--- config.mk ---
export PLATFORM = sky130hd
export DESIGN_NAME = fifo_controller_flat
export DESIGN_NICKNAME = d
export VERILOG_FILES = /design/src/hdl/fifo_pkg.sv /design/src/hdl/fifo_if.sv /design/src/hdl/axil_regs.sv /design/src/hdl/fifo_controller.sv /design/src/flat_wrapper.sv
export VERILOG_INCLUDE_DIRS = /design/src /design/src/hdl
export SDC_FILE = /design/constraint.sdc
export NUM_CORES = 1
export LEC_CHECK = 0
export BUFFER_PORTS_ARGS = -buffer_cell sky130_fd_sc_hd__buf_2
export CORE_MARGIN = 2
export CORE_UTILIZATION = 49
export DETAILED_ROUTE_END_ITERATION = 12
export PLACE_DENSITY = 0.8
export REMOVE_ABC_BUFFERS = 1
export SKIP_LAST_GASP = 1
export SYNTH_ARGS = -nofsm -noshare
export SYNTH_HDL_FRONTEND = slang
export SYNTH_SLANG_ARGS = --single-unit
--- constraint.sdc ---
create_clock -name aclk -period 2.2 [get_ports aclk]
set_input_delay 0.11 -clock aclk [delete_from_list [all_inputs] [get_ports aclk]]
set_output_delay 0.11 -clock aclk [all_outputs]
set_load 0.02 [all_outputs]
--- src/hdl/fifo_params.svh ---
// Constants for the programmable-flag FIFO and its controller.
// Assumes inclusion by the package and by each design module.
`ifndef FIFO_PARAMS_SVH
`define FIFO_PARAMS_SVH

// Data path and threshold widths, and depth
`define DATA_W 18
`define THR_W 12
`define CMP_W 13
`define DEPTH 64

// Timing at the 50 MHz clock
`define CLK_PERIOD_NS 20
`define REWIND_RECOVERY_NS 20
`define REWIND_RECOVERY_CYC \
  ((`REWIND_RECOVERY_NS + `CLK_PERIOD_NS - 1) / `CLK_PERIOD_NS)

// Controller register offsets (byte addresses)
`define AXI_AW 5
`define REG_CTRL 5'h00
`define REG_WDATA 5'h04
`define REG_RCMD 5'h08
`define REG_RDATA 5'h0C
`define REG_STATUS 5'h10
`define REG_REWIND 5'h14

// Control register fields and reset value
`define CTRL_PROG 0
`define CTRL_ASYNC 1
`define CTRL_RESET 2
`define CTRL_NOT_FIRST 3
`define CTRL_DEPTH_EN 4
`define CTRL_W 5
`define CTRL_RESET_VAL 5'h00

// Response codes
`define RESP_OKAY 2'h0
`define RESP_SLVERR 2'h2
`endif

--- src/hdl/fifo_pkg.sv ---
// Types shared by the FIFO, its controller and the link interface.
// Assumes fifo_params.svh sits on the include path.
`include "fifo_params.svh"
package fifo_pkg;
  typedef logic [`DATA_W-1:0] word_t;
  typedef logic [`THR_W-1:0]  thr_t;
  // Controller sequencing states
  typedef enum logic [2:0] {
    ST_IDLE    = 3'b000,
    ST_WRITE   = 3'b001,
    ST_READ    = 3'b010,
    ST_CAPTURE = 3'b011,
    ST_REWIND  = 3'b100,
    ST_RECOVER = 3'b101
  } ctl_state_t;
endpackage

--- src/hdl/fifo_if.sv ---
// Pin-level link between the FIFO device and its controlling logic.
// Assumes both ends run on the same aclk.
`timescale 1ns/1ps
interface fifo_if;
  import fifo_pkg::*;
  // Write side
  logic  wr_en_n;
  word_t data_in;
  logic  prog_select_n;
  // Read side
  logic  rd_en_n;
  word_t data_out;
  // Control
  logic  rewind_pulse;
  logic  master_reset_n;
  logic  sync_flag_sel_n;
  logic  first_dev_sel_n;
  logic  depth_mode_en;
  // Flags
  logic  full_flag_n;
  logic  empty_flag_n;
  logic  almost_empty_n;
  logic  almost_full_n;
  logic  half_full_n;
  // Cascade
  logic  wr_cascade_in_n;
  logic  rd_cascade_in_n;
  logic  wr_cascade_out_n;
  logic  rd_cascade_out_n;

  modport dev (
    input  wr_en_n, data_in, prog_select_n, rd_en_n, rewind_pulse,
    input  master_reset_n, sync_flag_sel_n, first_dev_sel_n,
    input  depth_mode_en, wr_cascade_in_n, rd_cascade_in_n,
    output data_out, full_flag_n, empty_flag_n, almost_empty_n,
    output almost_full_n, half_full_n, wr_cascade_out_n,
    output rd_cascade_out_n
  );
  modport ctl (
    output wr_en_n, data_in, prog_select_n, rd_en_n, rewind_pulse,
    output master_reset_n, sync_flag_sel_n, first_dev_sel_n,
    output depth_mode_en, wr_cascade_in_n, rd_cascade_in_n,
    input  data_out, full_flag_n, empty_flag_n, almost_empty_n,
    input  almost_full_n, half_full_n, wr_cascade_out_n,
    input  rd_cascade_out_n
  );
endinterface

--- src/hdl/axil_regs.sv ---
// AXI4-Lite slave front end: one write and one read at a time.
// Assumes the owner decodes addresses and may stall writes.
`timescale 1ns/1ps
`include "fifo_params.svh"
module axil_regs (
  // Clock and reset
  input  wire logic               aclk,
  input  wire logic               aresetn,
  // Write channels
  input  wire logic [`AXI_AW-1:0] awaddr,
  input  wire logic               awvalid,
  output logic                    awready,
  input  wire logic [31:0]        wdata,
  input  wire logic [3:0]         wstrb,
  input  wire logic               wvalid,
  output logic                    wready,
  output logic [1:0]              bresp,
  output logic                    bvalid,
  input  wire logic               bready,
  // Read channels
  input  wire logic [`AXI_AW-1:0] araddr,
  input  wire logic               arvalid,
  output logic                    arready,
  output logic [31:0]             rdata,
  output logic [1:0]              rresp,
  output logic                    rvalid,
  input  wire logic               rready,
  // Owner side
  input  wire logic               wr_ready,
  output logic                    reg_wr,
  output logic [`AXI_AW-1:0]      reg_waddr,
  output logic [31:0]             reg_wdata,
  output logic [3:0]              reg_wstrb,
  input  wire logic               wr_err,
  output logic [`AXI_AW-1:0]      reg_raddr,
  input  wire logic [31:0]        reg_rdata,
  input  wire logic               rd_err
);
  logic aw_held;
  logic w_held;

  // Handshake decode
  assign awready   = !aw_held && !bvalid;
  assign wready    = !w_held && !bvalid;
  assign arready   = !rvalid;
  assign reg_wr    = aw_held && w_held && wr_ready;
  assign reg_raddr = araddr;

  // Write address and data capture, then response
  always_ff @(posedge aclk) begin
    if (!aresetn) begin
      aw_held   <= 1'b0;
      w_held    <= 1'b0;
      bvalid    <= 1'b0;
      bresp     <= `RESP_OKAY;
      reg_waddr <= '0;
      reg_wdata <= '0;
      reg_wstrb <= '0;
    end else begin
      if (awvalid && awready) begin
        aw_held   <= 1'b1;
        reg_waddr <= awaddr;
      end
      if (wvalid && wready) begin
        w_held    <= 1'b1;
        reg_wdata <= wdata;
        reg_wstrb <= wstrb;
      end
      if (reg_wr) begin
        aw_held <= 1'b0;
        w_held  <= 1'b0;
        bvalid  <= 1'b1;
        bresp   <= wr_err ? `RESP_SLVERR : `RESP_OKAY;
      end else if (bvalid && bready) begin
        bvalid <= 1'b0;
      end
    end
  end

  // Read answer one cycle after the address is taken
  always_ff @(posedge aclk) begin
    if (!aresetn) begin
      rvalid <= 1'b0;
      rdata  <= '0;
      rresp  <= `RESP_OKAY;
    end else if (arvalid && arready) begin
      rvalid <= 1'b1;
      rdata  <= reg_rdata;
      rresp  <= rd_err ? `RESP_SLVERR : `RESP_OKAY;
    end else if (rvalid && rready) begin
      rvalid <= 1'b0;
    end
  end
endmodule

--- src/hdl/fifo_controller.sv ---
// Controlling end: turns register commands into FIFO pin cycles.
// Assumes a single device whose cascade outputs loop to its inputs.
`timescale 1ns/1ps
`include "fifo_params.svh"
module fifo_controller
  import fifo_pkg::*;
(
  // Clock and reset
  input  wire logic               aclk,
  input  wire logic               aresetn,
  // AXI4-Lite write channels
  input  wire logic [`AXI_AW-1:0] awaddr,
  input  wire logic               awvalid,
  output logic                    awready,
  input  wire logic [31:0]        wdata,
  input  wire logic [3:0]         wstrb,
  input  wire logic               wvalid,
  output logic                    wready,
  output logic [1:0]              bresp,
  output logic                    bvalid,
  input  wire logic               bready,
  // AXI4-Lite read channels
  input  wire logic [`AXI_AW-1:0] araddr,
  input  wire logic               arvalid,
  output logic                    arready,
  output logic [31:0]             rdata,
  output logic [1:0]              rresp,
  output logic                    rvalid,
  input  wire logic               rready,
  // Pin link
  fifo_if.ctl                     link
);
  localparam logic [3:0] RECOVER_CYC = 4'(`REWIND_RECOVERY_CYC);

  ctl_state_t              state;
  logic [`CTRL_W-1:0]      ctrl;
  word_t                   rd_word;
  logic [3:0]              wait_cnt;
  logic                    wr_en_r;
  logic                    rd_en_r;
  logic                    rewind_r;
  word_t                   data_r;
  logic                    reg_wr;
  logic [`AXI_AW-1:0]      reg_waddr;
  logic [31:0]             reg_wdata;
  logic [3:0]              reg_wstrb;
  logic [`AXI_AW-1:0]      reg_raddr;
  logic [31:0]             reg_rdata;

  // Register decode
  wire idle      = state == ST_IDLE;
  wire in_reset  = ctrl[`CTRL_RESET];
  wire hit_ctrl  = reg_wr && reg_waddr == `REG_CTRL && reg_wstrb[0];
  wire hit_wdata = reg_wr && reg_waddr == `REG_WDATA && !in_reset;
  wire hit_rcmd  = reg_wr && reg_waddr == `REG_RCMD && !in_reset;
  wire hit_rew   = reg_wr && reg_waddr == `REG_REWIND && !in_reset
                   && !ctrl[`CTRL_DEPTH_EN];
  wire wr_err    = !(reg_waddr == `REG_CTRL || reg_waddr == `REG_WDATA
                   || reg_waddr == `REG_RCMD
                   || reg_waddr == `REG_REWIND);
  wire rd_err    = !(reg_raddr == `REG_CTRL || reg_raddr == `REG_RDATA
                   || reg_raddr == `REG_STATUS);
  // One device only, so its flags are the composite flags
  wire [31:0] status = {26'h000_0000, !idle, link.half_full_n,
                        link.almost_full_n, link.almost_empty_n,
                        link.full_flag_n, link.empty_flag_n};
  assign reg_rdata = (reg_raddr == `REG_CTRL)   ? 32'(ctrl)
                   : (reg_raddr == `REG_RDATA)  ? 32'(rd_word)
                   : (reg_raddr == `REG_STATUS) ? status
                   : 32'h0000_0000;

  axil_regs i_axil_regs (
    .aclk      (aclk),
    .aresetn   (aresetn),
    .awaddr    (awaddr),
    .awvalid   (awvalid),
    .awready   (awready),
    .wdata     (wdata),
    .wstrb     (wstrb),
    .wvalid    (wvalid),
    .wready    (wready),
    .bresp     (bresp),
    .bvalid    (bvalid),
    .bready    (bready),
    .araddr    (araddr),
    .arvalid   (arvalid),
    .arready   (arready),
    .rdata     (rdata),
    .rresp     (rresp),
    .rvalid    (rvalid),
    .rready    (rready),
    .wr_ready  (idle),
    .reg_wr    (reg_wr),
    .reg_waddr (reg_waddr),
    .reg_wdata (reg_wdata),
    .reg_wstrb (reg_wstrb),
    .wr_err    (wr_err),
    .reg_raddr (reg_raddr),
    .reg_rdata (reg_rdata),
    .rd_err    (rd_err)
  );

  // Pin sequencer: each command is one enable cycle
  always_ff @(posedge aclk) begin
    if (!aresetn) begin
      state    <= ST_IDLE;
      ctrl     <= `CTRL_RESET_VAL;
      wr_en_r  <= 1'b1;
      rd_en_r  <= 1'b1;
      rewind_r <= 1'b0;
      data_r   <= '0;
      rd_word  <= '0;
      wait_cnt <= '0;
    end else begin
      case (state)
        ST_IDLE: begin
          if (hit_ctrl) begin
            ctrl <= reg_wdata[`CTRL_W-1:0];
          end
          if (hit_wdata) begin
            data_r  <= reg_wdata[`DATA_W-1:0];
            wr_en_r <= 1'b0;
            state   <= ST_WRITE;
          end else if (hit_rcmd) begin
            rd_en_r <= 1'b0;
            state   <= ST_READ;
          end else if (hit_rew) begin
            rewind_r <= 1'b1;
            state    <= ST_REWIND;
          end
        end
        ST_WRITE: begin
          wr_en_r <= 1'b1;
          state   <= ST_IDLE;
        end
        ST_READ: begin
          rd_en_r <= 1'b1;
          state   <= ST_CAPTURE;
        end
        ST_CAPTURE: begin
          rd_word <= link.data_out;
          state   <= ST_IDLE;
        end
        ST_REWIND: begin
          rewind_r <= 1'b0;
          wait_cnt <= RECOVER_CYC;
          state    <= ST_RECOVER;
        end
        ST_RECOVER: begin
          if (wait_cnt <= 4'h1) begin
            state <= ST_IDLE;
          end
          wait_cnt <= wait_cnt - 4'h1;
        end
        default: state <= ST_IDLE;
      endcase
    end
  end

  // Pin drive
  assign link.wr_en_n         = wr_en_r;
  assign link.rd_en_n         = rd_en_r;
  assign link.data_in         = data_r;
  assign link.rewind_pulse    = rewind_r;
  assign link.prog_select_n   = !ctrl[`CTRL_PROG];
  assign link.master_reset_n  = !in_reset;
  assign link.sync_flag_sel_n = ctrl[`CTRL_ASYNC];
  assign link.first_dev_sel_n = ctrl[`CTRL_NOT_FIRST];
  assign link.depth_mode_en   = ctrl[`CTRL_DEPTH_EN];
  assign link.wr_cascade_in_n = link.wr_cascade_out_n;
  assign link.rd_cascade_in_n = link.rd_cascade_out_n;
endmodule

--- src/flat_wrapper.sv ---
// flat-port wrapper written by rule: the top's interface ports become plain ports
module fifo_controller_flat import fifo_pkg::*;
  (aclk, aresetn, awaddr, awvalid, awready, wdata, wstrb, wvalid, wready, bresp, bvalid, bready, araddr, arvalid, arready, rdata, rresp, rvalid, rready, link_wr_en_n, link_data_in, link_prog_select_n, link_rd_en_n, link_rewind_pulse, link_master_reset_n, link_sync_flag_sel_n, link_first_dev_sel_n, link_depth_mode_en, link_wr_cascade_in_n, link_rd_cascade_in_n, link_data_out, link_full_flag_n, link_empty_flag_n, link_almost_empty_n, link_almost_full_n, link_half_full_n, link_wr_cascade_out_n, link_rd_cascade_out_n);
  fifo_if link_i ();
  input  wire logic aclk;
  input  wire logic aresetn;
  input  wire logic [`AXI_AW-1:0] awaddr;
  input  wire logic awvalid;
  output logic awready;
  input  wire logic [31:0] wdata;
  input  wire logic [3:0] wstrb;
  input  wire logic wvalid;
  output logic wready;
  output logic [1:0] bresp;
  output logic bvalid;
  input  wire logic bready;
  input  wire logic [`AXI_AW-1:0] araddr;
  input  wire logic arvalid;
  output logic arready;
  output logic [31:0] rdata;
  output logic [1:0] rresp;
  output logic rvalid;
  input  wire logic rready;
  output wire logic [$bits(link_i.wr_en_n)-1:0] link_wr_en_n;
  output wire logic [$bits(link_i.data_in)-1:0] link_data_in;
  output wire logic [$bits(link_i.prog_select_n)-1:0] link_prog_select_n;
  output wire logic [$bits(link_i.rd_en_n)-1:0] link_rd_en_n;
  output wire logic [$bits(link_i.rewind_pulse)-1:0] link_rewind_pulse;
  output wire logic [$bits(link_i.master_reset_n)-1:0] link_master_reset_n;
  output wire logic [$bits(link_i.sync_flag_sel_n)-1:0] link_sync_flag_sel_n;
  output wire logic [$bits(link_i.first_dev_sel_n)-1:0] link_first_dev_sel_n;
  output wire logic [$bits(link_i.depth_mode_en)-1:0] link_depth_mode_en;
  output wire logic [$bits(link_i.wr_cascade_in_n)-1:0] link_wr_cascade_in_n;
  output wire logic [$bits(link_i.rd_cascade_in_n)-1:0] link_rd_cascade_in_n;
  input wire logic [$bits(link_i.data_out)-1:0] link_data_out;
  input wire logic [$bits(link_i.full_flag_n)-1:0] link_full_flag_n;
  input wire logic [$bits(link_i.empty_flag_n)-1:0] link_empty_flag_n;
  input wire logic [$bits(link_i.almost_empty_n)-1:0] link_almost_empty_n;
  input wire logic [$bits(link_i.almost_full_n)-1:0] link_almost_full_n;
  input wire logic [$bits(link_i.half_full_n)-1:0] link_half_full_n;
  input wire logic [$bits(link_i.wr_cascade_out_n)-1:0] link_wr_cascade_out_n;
  input wire logic [$bits(link_i.rd_cascade_out_n)-1:0] link_rd_cascade_out_n;
  assign link_wr_en_n = link_i.wr_en_n;
  assign link_data_in = link_i.data_in;
  assign link_prog_select_n = link_i.prog_select_n;
  assign link_rd_en_n = link_i.rd_en_n;
  assign link_rewind_pulse = link_i.rewind_pulse;
  assign link_master_reset_n = link_i.master_reset_n;
  assign link_sync_flag_sel_n = link_i.sync_flag_sel_n;
  assign link_first_dev_sel_n = link_i.first_dev_sel_n;
  assign link_depth_mode_en = link_i.depth_mode_en;
  assign link_wr_cascade_in_n = link_i.wr_cascade_in_n;
  assign link_rd_cascade_in_n = link_i.rd_cascade_in_n;
  assign link_i.data_out = link_data_out;
  assign link_i.full_flag_n = link_full_flag_n;
  assign link_i.empty_flag_n = link_empty_flag_n;
  assign link_i.almost_empty_n = link_almost_empty_n;
  assign link_i.almost_full_n = link_almost_full_n;
  assign link_i.half_full_n = link_half_full_n;
  assign link_i.wr_cascade_out_n = link_wr_cascade_out_n;
  assign link_i.rd_cascade_out_n = link_rd_cascade_out_n;
  fifo_controller u_core (.aclk(aclk), .aresetn(aresetn), .awaddr(awaddr), .awvalid(awvalid), .awready(awready), .wdata(wdata), .wstrb(wstrb), .wvalid(wvalid), .wready(wready), .bresp(bresp), .bvalid(bvalid), .bready(bready), .araddr(araddr), .arvalid(arvalid), .arready(arready), .rdata(rdata), .rresp(rresp), .rvalid(rvalid), .rready(rready), .link(link_i));
endmodule
==> results summary, run 1 <==
In this run the worst path has a maximum fanout of 36. The routed layout has 3,595 vias. Setup repair after global routing left no endpoint under its margin.

The number of nets with antenna violations after routing came out at 0. Dividing the detail-routed via count by the number of cells gives 5.10. Once placement completed, the tool counted placed cells totaling 647. The final weighted congestion of routability-driven global placement came out at 0.800. The average wire length per cell after detail routing is 14.1 µm.

The routed design has 9920 µm of wire. On the worst path, the slowest cell contributes a delay of 0.57 ns. Net switching is 24.6% of the power.

The total number of placement rows is 32. The initial standard-cell utilization of the core is 50.9%. The clock net sink count came out at 99. The run finished with clean final reports.

The relative contribution of sequential cells to total power is 53.6%. The maximum clock insertion buffer count is 2. The maximum level of the CTS H-tree came out at 3. In this run the worst hold path is classified as input pin to register. The number of failing setup endpoints in the final timing report came out at 0.

The number of flops mapped to enable cells by yosys came out at 0. 0 antenna diodes ended up in the layout. Adding up every negative setup slack in the final design gives 0 ns.

The synthesized-area fraction occupied by xor and xnor cells came out at 0.221%. The vertical extent of the die came out at 93.9 µm. The final count of pins violating max slew came out at 0.

The category of the worst setup path capture point is a register. The final cell count without fillers came out at 705. The final net count came out at 679. The detailed-router iteration count before antenna repair came out at 6. Clock-pin slew was measured on the worst setup and hold paths at 0.09 ns. The tree is rooted in a sky130_fd_sc_hd__clkbuf_8. At the pin with the least slew margin, the transition time is 0.894 ns. Across the VDD grid, the largest voltage drop is 474 µV.

The quantity of I/O buffers inserted on ports is 109. The critical path goes through or4b_4 > nor4b_4 > buf_12 > nand3_1 > o21ai_0. For this design, the slowest cell found on the critical path is sky130_fd_sc_hd__or4b_4. The first-pass GRT wire length is 16,000 µm. TritonCTS built the clock tree. During synthesis, Yosys emitted a total of 0 warnings. Data on the critical path is required at its endpoint by 2.47 ns. The initial antenna violation count was 0.

The remaining max-slew budget at the tightest pin came out at 40.1%. The maximum number of pins on one net before global-route repair is 55. The power density relative to cell area came out at 682 mW/mm². The clock network accounts for 36.3% of the total power. The area growth from synthesis to layout came out at 28.6%.

The number of clock buffers added by TritonCTS is 9. The fraction of power consumed by combinational cells came out at 10.0%. The floorplan die width came out at 93.9 µm. The violation count after the first detailed-route iteration came out at 208. The clock insertion delay at the later pin of the skew report came out at 0.36 ns.

The total grt overflow came out at 0. After legalization and detailed placement, the total HPWL measured 6290 µm. The fraction of the cycle the final worst path needs came out at 84.5%. In the routed design, unresolved DRC markers number 0.

The post-synthesis cell count came out at 464. The simple logic cell fraction of the synthesized area came out at 22.7%. After synthesis, the mean cell area works out to 8.53 µm². Cells with a size suffix above 1 make up 23.1% of the layout.

Based on the critical path, the design can be clocked at up to 538 MHz. The dominant register cell in the synthesized netlist is sky130_fd_sc_hd__dfxtp_1. The mapped netlist covers 0.00396 mm².

After floorplanning, the core was sized to cover 0.00777 mm². STA classifies the critical path startpoint as a register. Of the post-synthesis cell area, the part taken by muxes is 2.53%. The unique cell type count in the Yosys netlist is 50.

The number of max-capacitance violations reported is 0. In this run the register-to-register setup slack is 0.34 ns. The proportion of synthesized chip area in sequential cells is 50.1%. The static leakage is 2.09 nW. By area, the combinational part of the netlist is dominated by simple AND/OR/NAND/NOR gates. The worst clock skew came out at 0.0121 ns. The die covers 0.00881 mm². The hold violation total from the final report is 0. The switching power of the nets is 853 µW. The setup path with the least slack is of type register to register.

Of all flip-flops after synthesis, the portion carrying an async set or reset was 0%. The compound-gate portion of the synthesized area came out at 15.6%. The clock period minus final worst setup slack is 1.86 ns. In this run the count of I/O pins placed on the die edge is 147. Counting flops and latches in the post-synthesis netlist gives 99.

The internal power is 2.62 mW. The overall global routing resource usage is 22.4%. The data arrival time at the worst-slack endpoint is 2.13 ns. Of the total synthesized cell area, the portion taken by full adders, half adders and majority gates is 0.633%.

The number of global-route vias before repair is 3,497.
[power by group through the flow]
stage                     registers (mW)  logic (mW)  clock network (mW)
after global placement              1.90       0.278                   0
after floorplan                     1.90       0.153                   0
after CTS                           1.86       0.344                1.28
after detailed placement            1.90       0.286                   0
final                               1.86       0.348                1.26
after global routing                1.87       0.381                1.36
[logic make-up after synthesis]
family | count (synthesis)
AOI/OAI and AO/OA | 101
xor gates and xnor gates | 1
adders and majority gates | 2
buffers and inverters | 56
DFF | 99
muxes | 10
other | 1
and+or+nand+nor | 194
[cell type report]
| class | instances | area, µm² |
|---|---|---|
| clock buffer | 9 | 124 |
| clock inverter | 6 | 88.8 |
| fill | 646 | 2680 |
| inverter | 8 | 30.0 |
| multi-input combinational | 324 | 1710 |
| sequential | 99 | 1980 |
| tap | 102 | 128 |
| timing repair buffer | 157 | 1030 |
[registers in the layout, indices dropped and copies added (netlist names)]
register                      cells
u_core.ctrl                       5
u_core.i_axil_regs.aw_held        1
u_core.i_axil_regs.bresp          1
u_core.i_axil_regs.bvalid         1
u_core.i_axil_regs.rdata         18
u_core.i_axil_regs.reg_waddr      5
u_core.i_axil_regs.reg_wdata     18
u_core.i_axil_regs.reg_wstrb      1
u_core.i_axil_regs.rresp          1
u_core.i_axil_regs.rvalid         1
u_core.i_axil_regs.w_held         1
u_core.link.data_in              18
u_core.link.rd_en_n               1
u_core.link.rewind_pulse          1
u_core.link.wr_en_n               1
u_core.rd_word                   18
u_core.state                      3
u_core.wait_cnt                   4
[synth_stat cells, types with 2 or more instances]
| library cell | instances | area [µm²] |
|---|---|---|
| sky130_fd_sc_hd__a21oi_1 | 46 | 230 |
| sky130_fd_sc_hd__a22o_1 | 12 | 105 |
| sky130_fd_sc_hd__a22oi_1 | 5 | 37.5 |
| sky130_fd_sc_hd__and2_1 | 2 | 12.5 |
| sky130_fd_sc_hd__buf_2 | 6 | 30.0 |
| sky130_fd_sc_hd__buf_4 | 20 | 150 |
| sky130_fd_sc_hd__buf_6 | 2 | 22.5 |
| sky130_fd_sc_hd__clkbuf_1 | 17 | 63.8 |
| sky130_fd_sc_hd__dfxtp_1 | 99 | 1980 |
| sky130_fd_sc_hd__ha_1 | 2 | 25.0 |
| sky130_fd_sc_hd__inv_1 | 7 | 26.3 |
| sky130_fd_sc_hd__mux2i_1 | 10 | 100 |
| sky130_fd_sc_hd__nand2_1 | 115 | 432 |
| sky130_fd_sc_hd__nand2b_1 | 8 | 50.1 |
| sky130_fd_sc_hd__nand3_1 | 25 | 125 |
| sky130_fd_sc_hd__nand3b_1 | 3 | 22.5 |
| sky130_fd_sc_hd__nor2_1 | 22 | 82.6 |
| sky130_fd_sc_hd__nor2b_1 | 3 | 18.8 |
| sky130_fd_sc_hd__nor3_1 | 2 | 10.0 |
| sky130_fd_sc_hd__nor3b_1 | 2 | 15.0 |
| sky130_fd_sc_hd__o21ai_0 | 11 | 55.1 |
| sky130_fd_sc_hd__o21ai_1 | 10 | 50.1 |
| sky130_fd_sc_hd__o22ai_1 | 3 | 18.8 |
| sky130_fd_sc_hd__o31a_1 | 2 | 17.5 |
| sky130_fd_sc_hd__o31ai_1 | 4 | 30.0 |
| sky130_fd_sc_hd__or3_1 | 2 | 12.5 |
[cells in the final DEF, fill, tap and decap left out, drive strengths merged, types with 4 or more instances in the layout]
cell and count:
clkbuf 9, a22o 12, o31ai 4, inv 9, o21ai 21, buf 114
a21oi 46, nand2b 8, mux2i 10, dlygate4sd3 43, nor2 23, nand3 25
conb 16, nand2 115, a22oi 5, dfxtp 99
[what timing repair did]
| action | in CTS | in global routing |
|---|---|---|
| buffers inserted | 0 | 0 |
| endpoints found under the setup margin | 0 | 0 |
| hold buffers | 42 | 1 |
| hold endpoints to repair | 42 | 1 |
| resized for setup | 0 | 0 |
[per-stage QoR]
stage / cell area [µm²] / hold slack [ns] / util [%] / total power [mW] / worst slack [ns]
after global routing: 5090 / 0.00416 / 65.5 / 3.61 / 0.259
after detailed placement: 4450 / 0.220 / 57.2 / 2.19 / 0.403
after global placement: 4450 / 0.220 / 57.2 / 2.18 / 0.476
after floorplan: 3720 / 0.189 / - / 2.06 / 0.0225
final: 5090 / 0.0156 / 65.5 / 3.47 / 0.341
after CTS: 5080 / 0.000148 / 65.4 / 3.48 / 0.364
[path summary, 6_finish.rpt]
path	end	cells after the start	startpoint
worst max-delay path	u_core.link.data_in[10]	5	u_core.i_axil_regs.reg_waddr[0]
worst max register to register	u_core.link.data_in[10]	5	u_core.i_axil_regs.reg_waddr[0]
worst min register to register	u_core.link.data_in[8]	2	u_core.link.data_in[8]
worst min-delay path	u_core.rd_word[2]	3	link_data_out[2]
[worst max-delay path: cells and delay by family, from the launching register on]
| kind | cells | cell delay, ns |
|---|---|---|
| AO/OA/AOI/OAI | 1 | 0.14 |
| buffers and inverters | 1 | 0.23 |
| flip-flops | 1 | 0.33 |
| AND/OR/NAND/NOR | 3 | 1.05 |
[per-layer routing]
layer / up-vias / wire [µm] / global-route usage (%)
li1: 1808 / - / -
met4: 0 / 68 / 3.99
met3: 9 / 685 / 6.34
met2: 130 / 4940 / 39.8
met1: 1648 / 4220 / 27.2
met5: - / 0 / 0
Note: power is estimated with default switching activity, not from simulation.
==> run 2: changes to the inputs <==
--- a/config.mk
+++ b/config.mk
@@ -8,9 +8,9 @@
 export LEC_CHECK = 0
 export BUFFER_PORTS_ARGS = -buffer_cell sky130_fd_sc_hd__buf_2
 export CORE_MARGIN = 2
-export CORE_UTILIZATION = 49
+export CORE_UTILIZATION = 44
 export DETAILED_ROUTE_END_ITERATION = 12
-export PLACE_DENSITY = 0.8
+export PLACE_DENSITY = 0.75
 export REMOVE_ABC_BUFFERS = 1
 export SKIP_LAST_GASP = 1
 export SYNTH_ARGS = -nofsm -noshare
==> constraint.sdc (replaced) <==
create_clock -name aclk -period 1.7 [get_ports aclk]
set_input_delay 0.085 -clock aclk [delete_from_list [all_inputs] [get_ports aclk]]
set_output_delay 0.085 -clock aclk [all_outputs]
set_load 0.02 [all_outputs]
==> run 2 against run 1 <==
The run now ends with setup timing left. Wire length up 4.2%. Die area up 11%. Clock power up 17%. Critical endpoint is now u_core.link.wr_en_n. Largest power group unchanged.
==> results summary, run 2 (synthesized netlist as in run 1, its figures left out) <==
The flow ran to the end, but the final reports show violations. The checks that failed: setup timing. The critical path in this run is classified as register to register. The first detailed-routing pass ran for 4 iterations. Per report_power, the clock group accounts for 33.7% of the total.

The initial antenna violation count came out at 0. The detailed router placed 3,678 vias in this run. Global routing used 20.7% of the available tracks. The cell family contributing the most delay on the critical path is simple AND/OR/NAND/NOR gates. The static leakage is 2.19 nW.

The number of filler cells placed in the layout is 743. The instance count along the most critical hold path is 3. The detailed-route vias per instance is 5.05. The final worst-path setup slack is -0.0463 ns. In this run the count of I/O pins placed on the die edge is 147.

The number of buffers inserted during clock tree synthesis is 9. The path class of the tightest hold or removal check is input pin to register. The number of global-route vias before repair came out at 3,543. Routability-driven placement finished with a final weighted congestion of 0.772. The required time reported for the critical path endpoint is 1.90 ns.

The most used cell along the critical path is sky130_fd_sc_hd__buf_6. The library cell used most frequently in the layout, excluding fill and tap cells, is sky130_fd_sc_hd__nand2_1. IR analysis of the VDD net gives a maximum drop of 491 µV. The remaining design rule violation count came out at 0.

STA classifies the critical path endpoint as a register. The core occupancy in the finished layout came out at 60.3%. The number of failing setup endpoints in the final timing report came out at 6. The worst-case hold slack is 0.0498 ns. After detailed routing, the average wire length per cell comes to 14.2 µm. Setup repair after global routing could not meet its margin everywhere. The clock period minus final worst setup slack came out at 1.75 ns. The area growth from synthesis to layout came out at 32.9%. The highest attainable clock frequency came out at 573 MHz. The buffer type at the clock tree root is sky130_fd_sc_hd__clkbuf_8.

The buffers plus inverters on the worst setup path came out at 3. The signal on the critical path passes through or4b_4 > nor4b_4 > buf_6 > buf_6 > buf_4 > o221ai_1. Across the run, the number of max-cap violations was 0. The fraction of the cycle the final worst path needs is 103%. The clock net sink count is 99. The hold violation total from the final report is 0. The data arrival time at the worst-slack endpoint is 1.95 ns. The floorplan die width came out at 98.8 µm. The first-pass GRT wire length is 16,700 µm. The critical path runs through a total of 6 cells. The maximum level of the CTS H-tree is 3.

The final count of pins violating max slew was 0. The final antenna diode count came out at 0. TritonCTS built the clock tree.

The vertical extent of the die is 98.8 µm. The initial standard-cell utilization of the core came out at 45.4%. The maximum clock insertion buffer count is 2. The number of nets with antenna violations after routing came out at 0. Combinational cells account for 11.1% of the total power. The maximum number of pins on one net before global-route repair came out at 55. The maximum fanout along the worst path came out at 4. The internal power came out at 3.26 mW. For the worst-skew pair, the clock arrives at the later sink with an insertion delay of 0.35 ns. The total wire length after detailed routing is 10,300 µm. The quantity of I/O buffers inserted on ports came out at 109. Sequential cells account for 55.2% of the total power. Net switching is 25.2% of the power. The number of cells on the worst reg-to-reg path is 6. The worst clock skew came out at 0.0131 ns. The violation count after the first detailed-route iteration is 182. The floorplan core area is 0.00872 mm². Dividing total power by cell area gives a power density of 830 mW/mm². In this run, placement finished with an instance count of 665. At the end of the flow, the number of nets in the layout was 696. OpenSTA, run right after detailed placement, puts the worst setup slack at -0.00971 ns. On the critical path, the stage with the largest delay is an instance of sky130_fd_sc_hd__or4b_4. After clock tree synthesis, the clock-pin slew on the worst setup and hold paths is 0.09 ns.

The die area is 0.00977 mm². The total number of placement rows is 34. The final cell count without fillers is 728. The share of layout cells above drive strength 1 came out at 25.3%. The worst pin sits at a relative slew slack of 44.2%. The total grt overflow is 0.

For this run, the slowest stage of the critical path takes 0.56 ns. In the layout the commonest cells are sky130_fd_sc_hd__nand2_1 (115), sky130_fd_sc_hd__buf_2 (109), sky130_fd_sc_hd__dfxtp_1 (97), sky130_fd_sc_hd__a21oi_1 (46), sky130_fd_sc_hd__dlygate4sd3_1 (44). The transition at the pin with the smallest max-transition slack came out at 0.834 ns. The post-route setup TNS is -0.0658 ns. The startpoint kind of the worst setup timing path is a register.

The final HPWL from detailed placement is 6380 µm. In this run the power spent charging and discharging nets is 1.10 mW.
[run 2: worst min-delay path, cell delays in order]
cell	delay, ns
sky130_fd_sc_hd__buf_2	0.08
sky130_fd_sc_hd__a22oi_1	0.07
sky130_fd_sc_hd__o2bb2ai_1	0.12
[run 2: final cells by class]
class	instances	area, µm²	area share, %
clock inverter	6	67.6	1.28
tap	108	135	2.57
clock buffer	9	124	2.36
timing repair buffer	174	1200	22.8
inverter	8	30.0	0.571
sequential	99	1980	37.7
multi-input combinational	324	1720	32.6
[run 2: power groups by stage]
stage	clock network [mW]	registers, mW	logic (mW)
6_report	1.47	2.41	0.484
5_1_grt	1.59	2.42	0.529
4_1_cts	1.51	2.41	0.473
3_5_place_dp	0	2.46	0.393
3_3_place_gp	0	2.46	0.387
2_1_floorplan	0	2.46	0.199
[run 2: worst paths after layout]
path | from | end | slack (ns)
max | u_core.i_axil_regs.reg_waddr[1] | u_core.link.wr_en_n | -0.05
min | link_empty_flag_n | u_core.i_axil_regs.rdata[0] | 0.05
max reg2reg | u_core.i_axil_regs.reg_waddr[1] | u_core.link.wr_en_n | -0.05
min reg2reg | u_core.link.data_in[2] | u_core.link.data_in[2] | 0.45
[run 2: metal layers]
layer | track usage (%) | wire length [µm]
met1 | 26.8 | 4470
met2 | 34.7 | 5020
met3 | 5.74 | 779
met5 | 0 | 0
met4 | 4.53 | 67
[run 2: through the flow]
| step | total power [mW] | instance area, µm² |
|---|---|---|
| after global placement | 2.85 | 4540 |
| final | 4.37 | 5260 |
| after CTS | 4.39 | 5210 |
| after detailed placement | 2.86 | 4540 |
| after floorplan | 2.66 | 3720 |
| after global routing | 4.54 | 5260 |
[run 2: repair_timing]
action	4_1_cts	5_1_grt
buffers inserted	1	1
endpoints found under the hold margin	44	0
gates cloned	1	1
gates resized for setup	2	11
hold buffers	44	0
pin swaps	0	1
endpoints found under the setup margin	13	21
